File: src/pdl_consts.vh
// Constants for the synthesizer digital core: word layout, select codes,
// monitor codes and lock timing. Included by every design file.
`ifndef PDL_CONSTS_VH
`define PDL_CONSTS_VH
`define PDL_WORD_W 24
`define PDL_SEL_REF 2'h0
`define PDL_SEL_FB 2'h1
`define PDL_SEL_FUNC 2'h2
`define PDL_SEL_INIT 2'h3
`define PDL_REF_DIV_LSB 2
`define PDL_REF_DIV_MSB 15
`define PDL_BACKLASH_LSB 16
`define PDL_BACKLASH_MSB 17
`define PDL_TEST_LSB 18
`define PDL_TEST_MSB 19
`define PDL_LOCK_PREC_BIT 20
`define PDL_FB_DIV_LSB 8
`define PDL_FB_DIV_MSB 20
`define PDL_PUMP_GAIN_BIT 21
`define PDL_CLEAR_BIT 2
`define PDL_SLEEP_A_BIT 3
`define PDL_MON_LSB 4
`define PDL_MON_MSB 6
`define PDL_POLARITY_BIT 7
`define PDL_TRISTATE_BIT 8
`define PDL_RAPID_EN_BIT 9
`define PDL_RAPID_VAR_BIT 10
`define PDL_TIMEOUT_LSB 11
`define PDL_TIMEOUT_MSB 14
`define PDL_CUR_A_LSB 15
`define PDL_CUR_A_MSB 17
`define PDL_CUR_B_LSB 18
`define PDL_CUR_B_MSB 20
`define PDL_SLEEP_B_BIT 21
`define PDL_MON_TRISTATE 3'h0
`define PDL_MON_DLOCK 3'h1
`define PDL_MON_FB_DIV 3'h2
`define PDL_MON_HIGH 3'h3
`define PDL_MON_REF_DIV 3'h4
`define PDL_MON_ALOCK 3'h5
`define PDL_MON_SDATA 3'h6
`define PDL_MON_LOW 3'h7
`define PDL_CLK_NS 5
`define PDL_LOCK_SET_NS 15
`define PDL_LOCK_LOSE_NS 25
`define PDL_LOCK_SET_CYC ((`PDL_LOCK_SET_NS - 1) / `PDL_CLK_NS)
`define PDL_LOCK_LOSE_CYC (`PDL_LOCK_LOSE_NS / `PDL_CLK_NS)
`define PDL_LOCK_CNT_LO 3
`define PDL_LOCK_CNT_HI 5
`endif

File: src/pdl_core.v
// Digital core of a phase/frequency synthesizer: serial word intake, four
// configuration latches, reference and feedback dividers, phase detector,
// monitor multiplexer and lock indication.
// Assumes serial pins, load strobe, chip enable and the two input clocks are
// asynchronous and much slower than mclk_in; all are sampled by two flops.
`timescale 1ns/100ps
`include "pdl_consts.vh"
module pdl_core #(
   parameter REF_W = 14,
   parameter FB_W = 13
) (
   input wire mclk_in,
   input wire reset_n_in,
   input wire sclk_in,
   input wire sdata_in,
   input wire load_strobe_in,
   input wire chip_en_in,
   input wire ref_clk_in,
   input wire rf_clk_in,
   output reg pump_up_out,
   output reg pump_down_out,
   output reg pump_oe_out,
   output reg monitor_out,
   output reg monitor_oe_out,
   output reg lock_out,
   output reg pump_gain_out,
   output reg [2:0] pump_current_a_out,
   output reg [2:0] pump_current_b_out,
   output reg [3:0] timeout_code_out,
   output reg rapid_lock_en_out,
   output reg rapid_lock_variant_out
);
   // Two-flop synchronisers for every asynchronous input
   reg [5:0] sync_a;
   reg [5:0] sync_b;
   reg [5:0] sync_d;
   always @(posedge mclk_in) begin
      if (!reset_n_in) begin
         sync_a <= 6'h00;
         sync_b <= 6'h00;
         sync_d <= 6'h00;
      end else begin
         sync_a <= {rf_clk_in, ref_clk_in, chip_en_in, load_strobe_in, sdata_in, sclk_in};
         sync_b <= sync_a;
         sync_d <= sync_b;
      end
   end

   wire sclk_rise = sync_b[0] & ~sync_d[0];
   wire sdata_s = sync_b[1];
   wire load_rise = sync_b[2] & ~sync_d[2];
   wire chip_en_s = sync_b[3];
   wire ref_tick = sync_b[4] & ~sync_d[4];
   wire rf_tick = sync_b[5] & ~sync_d[5];

   // Shift register keeps working during power-down so words are never lost
   reg [23:0] shift_word;
   always @(posedge mclk_in) begin
      if (!reset_n_in)
         shift_word <= 24'h000000;
      else if (sclk_rise)
         shift_word <= {shift_word[22:0], sdata_s};
   end

   // Four latches, each written only by its own select code
   reg [23:0] ref_divider_word;
   reg [23:0] feedback_divider_word;
   reg [23:0] function_config_word;
   reg [23:0] init_config_word;
   always @(posedge mclk_in) begin
      if (!reset_n_in) begin
         ref_divider_word <= 24'h000004;
         feedback_divider_word <= 24'h000100;
         function_config_word <= 24'h000000;
         init_config_word <= 24'h000000;
      end else if (load_rise) begin
         case (shift_word[1:0])
            `PDL_SEL_REF: ref_divider_word <= shift_word;
            `PDL_SEL_FB: feedback_divider_word <= shift_word;
            `PDL_SEL_FUNC: function_config_word <= shift_word;
            default: init_config_word <= shift_word;
         endcase
      end
   end

   // The most recent of function and init word governs; both share one layout
   reg use_init;
   always @(posedge mclk_in) begin
      if (!reset_n_in)
         use_init <= 1'b0;
      else if (load_rise && shift_word[1])
         use_init <= shift_word[0];
   end
   wire [23:0] cfg = use_init ? init_config_word : function_config_word;

   // Field extraction
   wire [REF_W-1:0] ref_ratio = ref_divider_word[`PDL_REF_DIV_MSB:`PDL_REF_DIV_LSB];
   wire [1:0] backlash_width = ref_divider_word[`PDL_BACKLASH_MSB:`PDL_BACKLASH_LSB];
   wire lock_precision_sel = ref_divider_word[`PDL_LOCK_PREC_BIT];
   wire [FB_W-1:0] fb_ratio = feedback_divider_word[`PDL_FB_DIV_MSB:`PDL_FB_DIV_LSB];
   wire pump_gain_sel = feedback_divider_word[`PDL_PUMP_GAIN_BIT];
   wire count_clear = cfg[`PDL_CLEAR_BIT];
   wire sleep_ctrl_a = cfg[`PDL_SLEEP_A_BIT];
   wire [2:0] monitor_sel = cfg[`PDL_MON_MSB:`PDL_MON_LSB];
   wire detector_polarity = cfg[`PDL_POLARITY_BIT];
   wire pump_tristate = cfg[`PDL_TRISTATE_BIT];
   wire sleep_ctrl_b = cfg[`PDL_SLEEP_B_BIT];

   // Synchronous sleep waits for a detector event; asynchronous is at once
   reg sync_sleep;
   reg cmp_evt;
   always @(posedge mclk_in) begin
      if (!reset_n_in)
         sync_sleep <= 1'b0;
      else if (!(sleep_ctrl_a && sleep_ctrl_b))
         sync_sleep <= 1'b0;
      else if (cmp_evt)
         sync_sleep <= 1'b1;
   end
   wire power_down = !chip_en_s || (sleep_ctrl_a && !sleep_ctrl_b) || sync_sleep;
   wire div_hold = power_down || count_clear;

   // Dividers; releasing both on one cycle keeps them closely aligned
   wire ref_pulse;
   wire fb_pulse;
   pdl_divider #(.W(REF_W)) u_ref_div (
      .mclk_in(mclk_in),
      .reset_n_in(reset_n_in),
      .hold_in(div_hold),
      .tick_in(ref_tick),
      .ratio_in(ref_ratio),
      .pulse_out(ref_pulse)
   );
   pdl_divider #(.W(FB_W)) u_fb_div (
      .mclk_in(mclk_in),
      .reset_n_in(reset_n_in),
      .hold_in(div_hold),
      .tick_in(rf_tick),
      .ratio_in(fb_ratio),
      .pulse_out(fb_pulse)
   );

   // Phase detector state; polarity swaps the two inputs
   reg up_req;
   reg dn_req;
   reg [7:0] err_cnt;
   reg [7:0] err_last;
   reg err_done;
   reg [2:0] blp_cnt;
   wire ref_in = detector_polarity ? ref_pulse : fb_pulse;
   wire fb_in = detector_polarity ? fb_pulse : ref_pulse;
   wire next_up = up_req | ref_in;
   wire next_dn = dn_req | fb_in;
   // Backlash width in clocks; code 0 is the narrowest
   wire [2:0] blp_len = {1'b0, backlash_width} + 3'h1;

   // Both requests high means the comparison is done; hold overlap then reset
   always @(posedge mclk_in) begin
      if (!reset_n_in || power_down) begin
         up_req <= 1'b0;
         dn_req <= 1'b0;
         err_cnt <= 8'h00;
         err_last <= 8'h00;
         err_done <= 1'b0;
         blp_cnt <= 3'h0;
         cmp_evt <= 1'b0;
      end else begin
         err_done <= 1'b0;
         cmp_evt <= 1'b0;
         if (blp_cnt != 3'h0) begin
            blp_cnt <= blp_cnt - 3'h1;
            if (blp_cnt == 3'h1) begin
               up_req <= 1'b0;
               dn_req <= 1'b0;
            end
         end else if (next_up && next_dn) begin
            up_req <= 1'b1;
            dn_req <= 1'b1;
            blp_cnt <= blp_len;
            err_last <= err_cnt;
            err_done <= 1'b1;
            cmp_evt <= 1'b1;
            err_cnt <= 8'h00;
         end else begin
            up_req <= next_up;
            dn_req <= next_dn;
            if ((next_up || next_dn) && err_cnt != 8'hFF)
               err_cnt <= err_cnt + 8'h01;
         end
      end
   end

   wire dlock;
   pdl_lock_detect u_lock (
      .mclk_in(mclk_in),
      .reset_n_in(reset_n_in),
      .clear_in(power_down),
      .prec_in(lock_precision_sel),
      .err_done_in(err_done),
      .err_cyc_in(err_last),
      .locked_out(dlock)
   );

   // Analog lock: low only while a request is open (open-drain pulls low)
   wire alock_low = up_req | dn_req;

   // Monitor mux and pump outputs, all registered
   always @(posedge mclk_in) begin
      if (!reset_n_in) begin
         monitor_out <= 1'b0;
         monitor_oe_out <= 1'b0;
         pump_up_out <= 1'b0;
         pump_down_out <= 1'b0;
         pump_oe_out <= 1'b0;
         lock_out <= 1'b0;
      end else begin
         case (monitor_sel)
            `PDL_MON_TRISTATE: begin
               monitor_out <= 1'b0;
               monitor_oe_out <= 1'b0;
            end
            `PDL_MON_DLOCK: begin
               monitor_out <= dlock;
               monitor_oe_out <= 1'b1;
            end
            `PDL_MON_FB_DIV: begin
               monitor_out <= fb_pulse;
               monitor_oe_out <= 1'b1;
            end
            `PDL_MON_HIGH: begin
               monitor_out <= 1'b1;
               monitor_oe_out <= 1'b1;
            end
            `PDL_MON_REF_DIV: begin
               monitor_out <= ref_pulse;
               monitor_oe_out <= 1'b1;
            end
            `PDL_MON_ALOCK: begin
               monitor_out <= 1'b0;
               monitor_oe_out <= alock_low;
            end
            `PDL_MON_SDATA: begin
               monitor_out <= sdata_s;
               monitor_oe_out <= 1'b1;
            end
            default: begin
               monitor_out <= 1'b0;
               monitor_oe_out <= 1'b1;
            end
         endcase
         // Both requests go out unmasked so the antibacklash overlap reaches the pump
         pump_up_out <= up_req;
         pump_down_out <= dn_req;
         pump_oe_out <= !(power_down || pump_tristate);
         lock_out <= dlock;
      end
   end

   // Pump and timer settings go straight out for the analog side
   always @(posedge mclk_in) begin
      if (!reset_n_in) begin
         pump_gain_out <= 1'b0;
         pump_current_a_out <= 3'h0;
         pump_current_b_out <= 3'h0;
         timeout_code_out <= 4'h0;
         rapid_lock_en_out <= 1'b0;
         rapid_lock_variant_out <= 1'b0;
      end else begin
         pump_gain_out <= pump_gain_sel;
         pump_current_a_out <= cfg[`PDL_CUR_A_MSB:`PDL_CUR_A_LSB];
         pump_current_b_out <= cfg[`PDL_CUR_B_MSB:`PDL_CUR_B_LSB];
         timeout_code_out <= cfg[`PDL_TIMEOUT_MSB:`PDL_TIMEOUT_LSB];
         rapid_lock_en_out <= cfg[`PDL_RAPID_EN_BIT];
         rapid_lock_variant_out <= cfg[`PDL_RAPID_VAR_BIT];
      end
   end
endmodule // pdl_core

File: src/pdl_divider.v
// Programmable down counter that emits one pulse every 'ratio' input ticks.
// Assumes tick_in is a single-cycle enable already synchronised to mclk_in.
`timescale 1ns/100ps
`include "pdl_consts.vh"
module pdl_divider #(
   parameter W = 14
) (
   input wire mclk_in,
   input wire reset_n_in,
   input wire hold_in,
   input wire tick_in,
   input wire [W-1:0] ratio_in,
   output reg pulse_out
);
   reg [W-1:0] count;
   wire [W-1:0] eff_ratio;

   // Zero is treated as one so the counter never stalls
   assign eff_ratio = (ratio_in == {W{1'b0}}) ? {{(W-1){1'b0}}, 1'b1} : ratio_in;

   // Count down; the new ratio is only sampled at the reload point
   always @(posedge mclk_in) begin
      if (!reset_n_in || hold_in) begin
         count <= {W{1'b0}};
         pulse_out <= 1'b0;
      end else begin
         pulse_out <= 1'b0;
         if (tick_in) begin
            if (count <= {{(W-1){1'b0}}, 1'b1}) begin
               count <= eff_ratio;
               pulse_out <= 1'b1;
            end else begin
               count <= count - {{(W-1){1'b0}}, 1'b1};
            end
         end
      end
   end
endmodule // pdl_divider

File: src/pdl_lock_detect.v
// Digital lock detector: counts consecutive small-error comparisons.
// Assumes err_done_in pulses once per comparison with err_cyc_in valid.
`timescale 1ns/100ps
`include "pdl_consts.vh"
module pdl_lock_detect (
   input wire mclk_in,
   input wire reset_n_in,
   input wire clear_in,
   input wire prec_in,
   input wire err_done_in,
   input wire [7:0] err_cyc_in,
   output reg locked_out
);
   reg [2:0] good_cnt;
   wire [2:0] need;

   assign need = prec_in ? 3'h5 : 3'h3;

   // Lock sets after a run of small errors and drops on one large error
   always @(posedge mclk_in) begin
      if (!reset_n_in || clear_in) begin
         good_cnt <= 3'h0;
         locked_out <= 1'b0;
      end else if (err_done_in) begin
         if (err_cyc_in <= `PDL_LOCK_SET_CYC) begin
            if (good_cnt < need)
               good_cnt <= good_cnt + 3'h1;
            if (good_cnt + 3'h1 >= need)
               locked_out <= 1'b1;
         end else begin
            good_cnt <= 3'h0;
            if (err_cyc_in > `PDL_LOCK_LOSE_CYC)
               locked_out <= 1'b0;
         end
      end
   end
endmodule // pdl_lock_detect

File: config.mk
export PLATFORM = sky130hd
export DESIGN_NAME = pdl_core
export DESIGN_NICKNAME = d
export VERILOG_FILES = /design/src/pdl_core.v /design/src/pdl_divider.v /design/src/pdl_lock_detect.v
export VERILOG_INCLUDE_DIRS = /design/src
export SDC_FILE = /design/constraint.sdc
export NUM_CORES = 1
export LEC_CHECK = 0
export ABC_AREA = 1
export BUFFER_PORTS_ARGS = -buffer_cell sky130_fd_sc_hd__clkbuf_2
export CAP_MARGIN = 20
export CORE_AREA = 2 2 114 116
export CTS_CLUSTER_SIZE = 25
export DETAILED_ROUTE_END_ITERATION = 10
export DIE_AREA = 0 0 116 118
export GPL_TIMING_DRIVEN = 0
export PLACE_DENSITY = 0.81
export RECOVER_POWER = 100
export SYNTH_ARGS = -nofsm -noshare
export SYNTH_HDL_FRONTEND = slang
export SYNTH_SLANG_ARGS = --single-unit
File: constraint.sdc
create_clock -name mclk_in -period 3.1 [get_ports mclk_in]
set_input_delay 0.31 -clock mclk_in [delete_from_list [all_inputs] [get_ports mclk_in]]
set_output_delay 0.31 -clock mclk_in [all_outputs]
set_load 0.02 [all_outputs]
==> metrics.txt <==
result of the run completed; worst hold-check path type input port to flop; Max Clock Skew 0.00985 ns; GR Util All Layers 29.7%; clock tree buffer depth 2; RSZ-0062 raised after global routing no; horizontal die dimension 116 µm; ordered list of cells on the worst path inv_1, ha_1, inv_1, nor2_1, inv_1, nor2_1, inv_1, nor2_1, nor2_1; portion of total power attributed to sequential cells roughly half; mapped cell area 0.00810 mm²; Pre-antenna DRT Iters 7; Port Buffers 25; total of flip-flops plus latches after synthesis 185; Fmax around 440 MHz; Setup crit end kind flop; vias after detailed routing 7,468; maximum ir drop on the vdd rail roughly 0.43 mV; PwrDens 555 mW/mm²; crit-path leading delay family simple AND/OR/NAND/NOR gates; Syn Nets 1,152; Setup violations, final 0; I/O pin cnt 27; cell with the largest stage delay on the worst path sky130_fd_sc_hd__nor2_1; fraction of final layout cells with drive strength greater than 1 under 10%; number of hold violations in the final report 0; area of placed instances 0.00844 mm²; Final min period between 2 and 2.5 ns; number of sinks driven by the clock tree 185; RePlAce Congestion 0.966; number of buffers created by CTS 17; slew at the pin closest to its max-slew limit 0.738 ns; number of antenna violations at the first check in global routing 0; sum of negative setup slack 0 ns; clock latency on the worst-skew pair 0.43 ns; root cell of the clock tree sky130_fd_sc_hd__clkbuf_16; number of DRC violations after detailed-routing iteration 0 about 670; number of different library cells in the post-synthesis netlist 36; pins over their slew limit 0; Critical path buffers and inverters 4; total die area about 0.014 mm²; syn_area_per_cell 7.17 µm²; combinational share of power 4.2%; starting density of the core 65.3%; std cell rows 41; Final HPWL DP 13.6 mm; number of H-tree levels 4; crit path DAT 2.61 ns; CP peak stage delay 0.49 ns; power spent charging and discharging nets about 1.1 mW; max-capacitance violation count 0; count of cell instances traversed by the critical path 9; cell count after synthesis ~1.1k; Yosys warnings 0; fraction of power spent switching nets between 20 and 25%; sum of overflow across all layers after global routing 0; cell depth of the worst min-delay path 3; Antenna diodes 0; Tcrit/Tclk final 73.9%; critical path class flop to flop; Setup crit start kind flop; worst-case headroom to the max-slew limit between 50% and 60%; first-pass GRT wire length 32.5 mm; Antenna Nets Post-Route 0; maximum number of pins on one net before global-route repair 17; via count normalized by instance count 5.50; CP max FO 10; post-CTS setup buffers 0; clock network power share 46.2%; count of nets after finishing about 1.2k; count of hold-fix buffers inserted at cts 0; cell internal pwr 3.82 mW; final WL 19.7 mm; area inside the core boundary approximately 0.012 mm²; clock-pin transition on the worst setup and hold timing paths 0.06 ns; height of the chip 118 µm; Leak 4.20 nW; fraction of the yosys area taken by sequential cells 45.7%; remaining design rule violation count 0; average wire per cell in the routed design between 10 and 15 µm; final design area excluding fillers 0.00891 mm²; PostCTS Resize Cnt 0; CTS tree done; Area growth syn-to-layout 9.93%; via count of the first global-routing pass 6,812; required time of the critical path 3.42 ns; depth of the worst register-to-register path 9
-- cells by family after synthesis --
| group | count (synthesis) | synth area share [%] |
|---|---|---|
| simple gates | 516 | 27.3 |
| buf+inv | 173 | 8.76 |
| xor+xnor | 7 | 0.757 |
| flops | 185 | 45.7 |
| compound gates | 235 | 15.3 |
| fa+ha+maj | 14 | 2.16 |
-- power by group through the flow --
stage | sequential, mW | clock (mW) | combinational (mW)
final | 2.46 | 2.28 | 0.205
after floorplan | 2.50 | 0 | 0.145
after detailed placement | 2.51 | 0 | 0.206
after global routing | 2.46 | 2.40 | 0.230
after global placement | 2.51 | 0 | 0.201
after CTS | 2.46 | 2.30 | 0.209
-- per-layer routing --
metal	vias to the layer above	track usage [%]	part of all wire, %
met1	3438	40.0	45
met4	0	12.0	2.7
li1	3716	-	-
met5	-	0	0
met3	50	6.49	6.7
met2	264	46.2	46
-- path summary, 6_finish.rpt --
check | from | end | slack, ns
worst max-delay path | blp_cnt[0] | err_last[4] | 0.81
worst min-delay path | load_strobe_in | sync_a[2] | 0.06
worst max register to register | blp_cnt[0] | err_last[4] | 0.81
worst min register to register | sync_b[0] | sync_d[0] | 0.43
-- metrics by stage --
| stage | std cells | utilization, % | setup WS [ns] | power (mW) | hold slack, ns |
|---|---|---|---|---|---|
| final | 1359 | 71.7 | 0.808 | 4.95 | 0.0628 |
| after global routing | 1359 | 71.7 | 0.604 | 5.09 | 0.0788 |
| after CTS | 1359 | 73.1 | 1.25 | 4.97 | 0.0579 |
| after detailed placement | 1327 | 68.0 | 1.29 | 2.72 | 0.404 |
| after global placement | 1327 | 68.0 | 1.31 | 2.71 | 0.398 |
| after floorplan | 1130 | - | 1.63 | 2.64 | 0.390 |
-- cell usage after synthesis --
master / instances / share of area (%)
sky130_fd_sc_hd__nor2_1: 214 / 9.9
sky130_fd_sc_hd__nand2_1: 190 / 8.8
sky130_fd_sc_hd__dfxtp_1: 185 / 46
sky130_fd_sc_hd__o21ai_0: 139 / 8.6
sky130_fd_sc_hd__inv_1: 117 / 5.4
sky130_fd_sc_hd__a21oi_1: 65 / 4.0
sky130_fd_sc_hd__nand3_1: 59 / 3.6
sky130_fd_sc_hd__clkbuf_1: 26 / 1.2
sky130_fd_sc_hd__nand4_1: 18 / 1.4
sky130_fd_sc_hd__buf_2: 14 / 0.86
sky130_fd_sc_hd__ha_1: 14 / 2.2
sky130_fd_sc_hd__a21oi_2: 10 / 1.1
sky130_fd_sc_hd__nor2_4: 9 / 1.3
sky130_fd_sc_hd__nor3_1: 9 / 0.56
sky130_fd_sc_hd__o21ai_1: 9 / 0.56
sky130_fd_sc_hd__inv_2: 6 / 0.28
sky130_fd_sc_hd__buf_6: 5 / 0.69
sky130_fd_sc_hd__nand2_2: 5 / 0.39
sky130_fd_sc_hd__xor2_1: 5 / 0.54
sky130_fd_sc_hd__nand3b_1: 4 / 0.37
sky130_fd_sc_hd__o211ai_1: 4 / 0.37
sky130_fd_sc_hd__a211oi_1: 3 / 0.28
sky130_fd_sc_hd__o22ai_1: 3 / 0.23
sky130_fd_sc_hd__clkinv_1: 2 / 0.093
sky130_fd_sc_hd__nor2_2: 2 / 0.15
sky130_fd_sc_hd__nor3_4: 2 / 0.40
sky130_fd_sc_hd__xnor2_1: 2 / 0.22
sky130_fd_sc_hd__a311oi_1: 1 / 0.11
sky130_fd_sc_hd__buf_1: 1 / 0.046
sky130_fd_sc_hd__buf_4: 1 / 0.093
sky130_fd_sc_hd__clkbuf_2: 1 / 0.062
sky130_fd_sc_hd__nand3_2: 1 / 0.12
sky130_fd_sc_hd__nand4_2: 1 / 0.15
sky130_fd_sc_hd__o21bai_1: 1 / 0.093
sky130_fd_sc_hd__or2_0: 1 / 0.077
sky130_fd_sc_hd__or2_2: 1 / 0.077
-- final cells by class --
class / instances / area, µm²
Tap cell: 172 / 215
Clock buffer: 20 / 467
Clock inverter: 12 / 161
Inverter: 125 / 469
Multi-Input combinational cell: 772 / 3590
Sequential cell: 185 / 3700
Fill cell: 1051 / 3510
Timing Repair Buffer: 25 / 101
Buffer: 48 / 204
-- registers in the layout, indices dropped and copies added, names as in the netlist, 8 cells and up --
name and cells:
shift_word 22, function_config_word 20, init_config_word 20, ref_divider_word 17
feedback_divider_word 14, u_ref_div.count 14, u_fb_div.count 13, err_cnt 8
err_last 8
-- placed cells by master (no fill, tap or decap) --
master | netlist | routed
sky130_fd_sc_hd__nor2_1 | 214 | 220
sky130_fd_sc_hd__nand2_1 | 190 | 192
sky130_fd_sc_hd__dfxtp_1 | 185 | 185
sky130_fd_sc_hd__o21ai_0 | 139 | 144
sky130_fd_sc_hd__inv_1 | 117 | 119
sky130_fd_sc_hd__a21oi_1 | 65 | 73
sky130_fd_sc_hd__nand3_1 | 59 | 60
sky130_fd_sc_hd__clkbuf_1 | 26 | 60
sky130_fd_sc_hd__nand4_1 | 18 | 19
sky130_fd_sc_hd__clkbuf_16 | 0 | 17
sky130_fd_sc_hd__ha_1 | 14 | 14
sky130_fd_sc_hd__nor3_1 | 9 | 11
sky130_fd_sc_hd__clkbuf_2 | 1 | 6
sky130_fd_sc_hd__nor2_4 | 9 | 5
sky130_fd_sc_hd__xor2_1 | 5 | 5
sky130_fd_sc_hd__nand3b_1 | 4 | 4
sky130_fd_sc_hd__buf_2 | 14 | 4
sky130_fd_sc_hd__o21ai_1 | 9 | 4
sky130_fd_sc_hd__o211ai_1 | 4 | 4
sky130_fd_sc_hd__clkinv_4 | 0 | 4
sky130_fd_sc_hd__clkinv_1 | 2 | 3
sky130_fd_sc_hd__o22ai_1 | 3 | 3
sky130_fd_sc_hd__nand2_2 | 5 | 3
sky130_fd_sc_hd__inv_2 | 6 | 3
sky130_fd_sc_hd__a211oi_1 | 3 | 3
sky130_fd_sc_hd__clkbuf_8 | 0 | 3
sky130_fd_sc_hd__bufinv_16 | 0 | 3
sky130_fd_sc_hd__inv_6 | 0 | 3
sky130_fd_sc_hd__buf_6 | 5 | 2
sky130_fd_sc_hd__a21oi_2 | 10 | 2
sky130_fd_sc_hd__xnor2_1 | 2 | 2
sky130_fd_sc_hd__clkinv_2 | 0 | 2
sky130_fd_sc_hd__or2_0 | 1 | 1
sky130_fd_sc_hd__o21bai_1 | 1 | 1
sky130_fd_sc_hd__or2_2 | 1 | 1
sky130_fd_sc_hd__a311oi_1 | 1 | 1
sky130_fd_sc_hd__buf_4 | 1 | 1
-- worst register-to-register path, delay by kind of cell (launching register included) --
kind | cells | cell delay [ns]
buffers and inverters | 4 | 0.54
flip-flops | 1 | 0.32
AND/OR/NAND/NOR | 4 | 1.12
adder cells (fa/ha/maj) | 1 | 0.20
(Power assumes the default switching activity.)
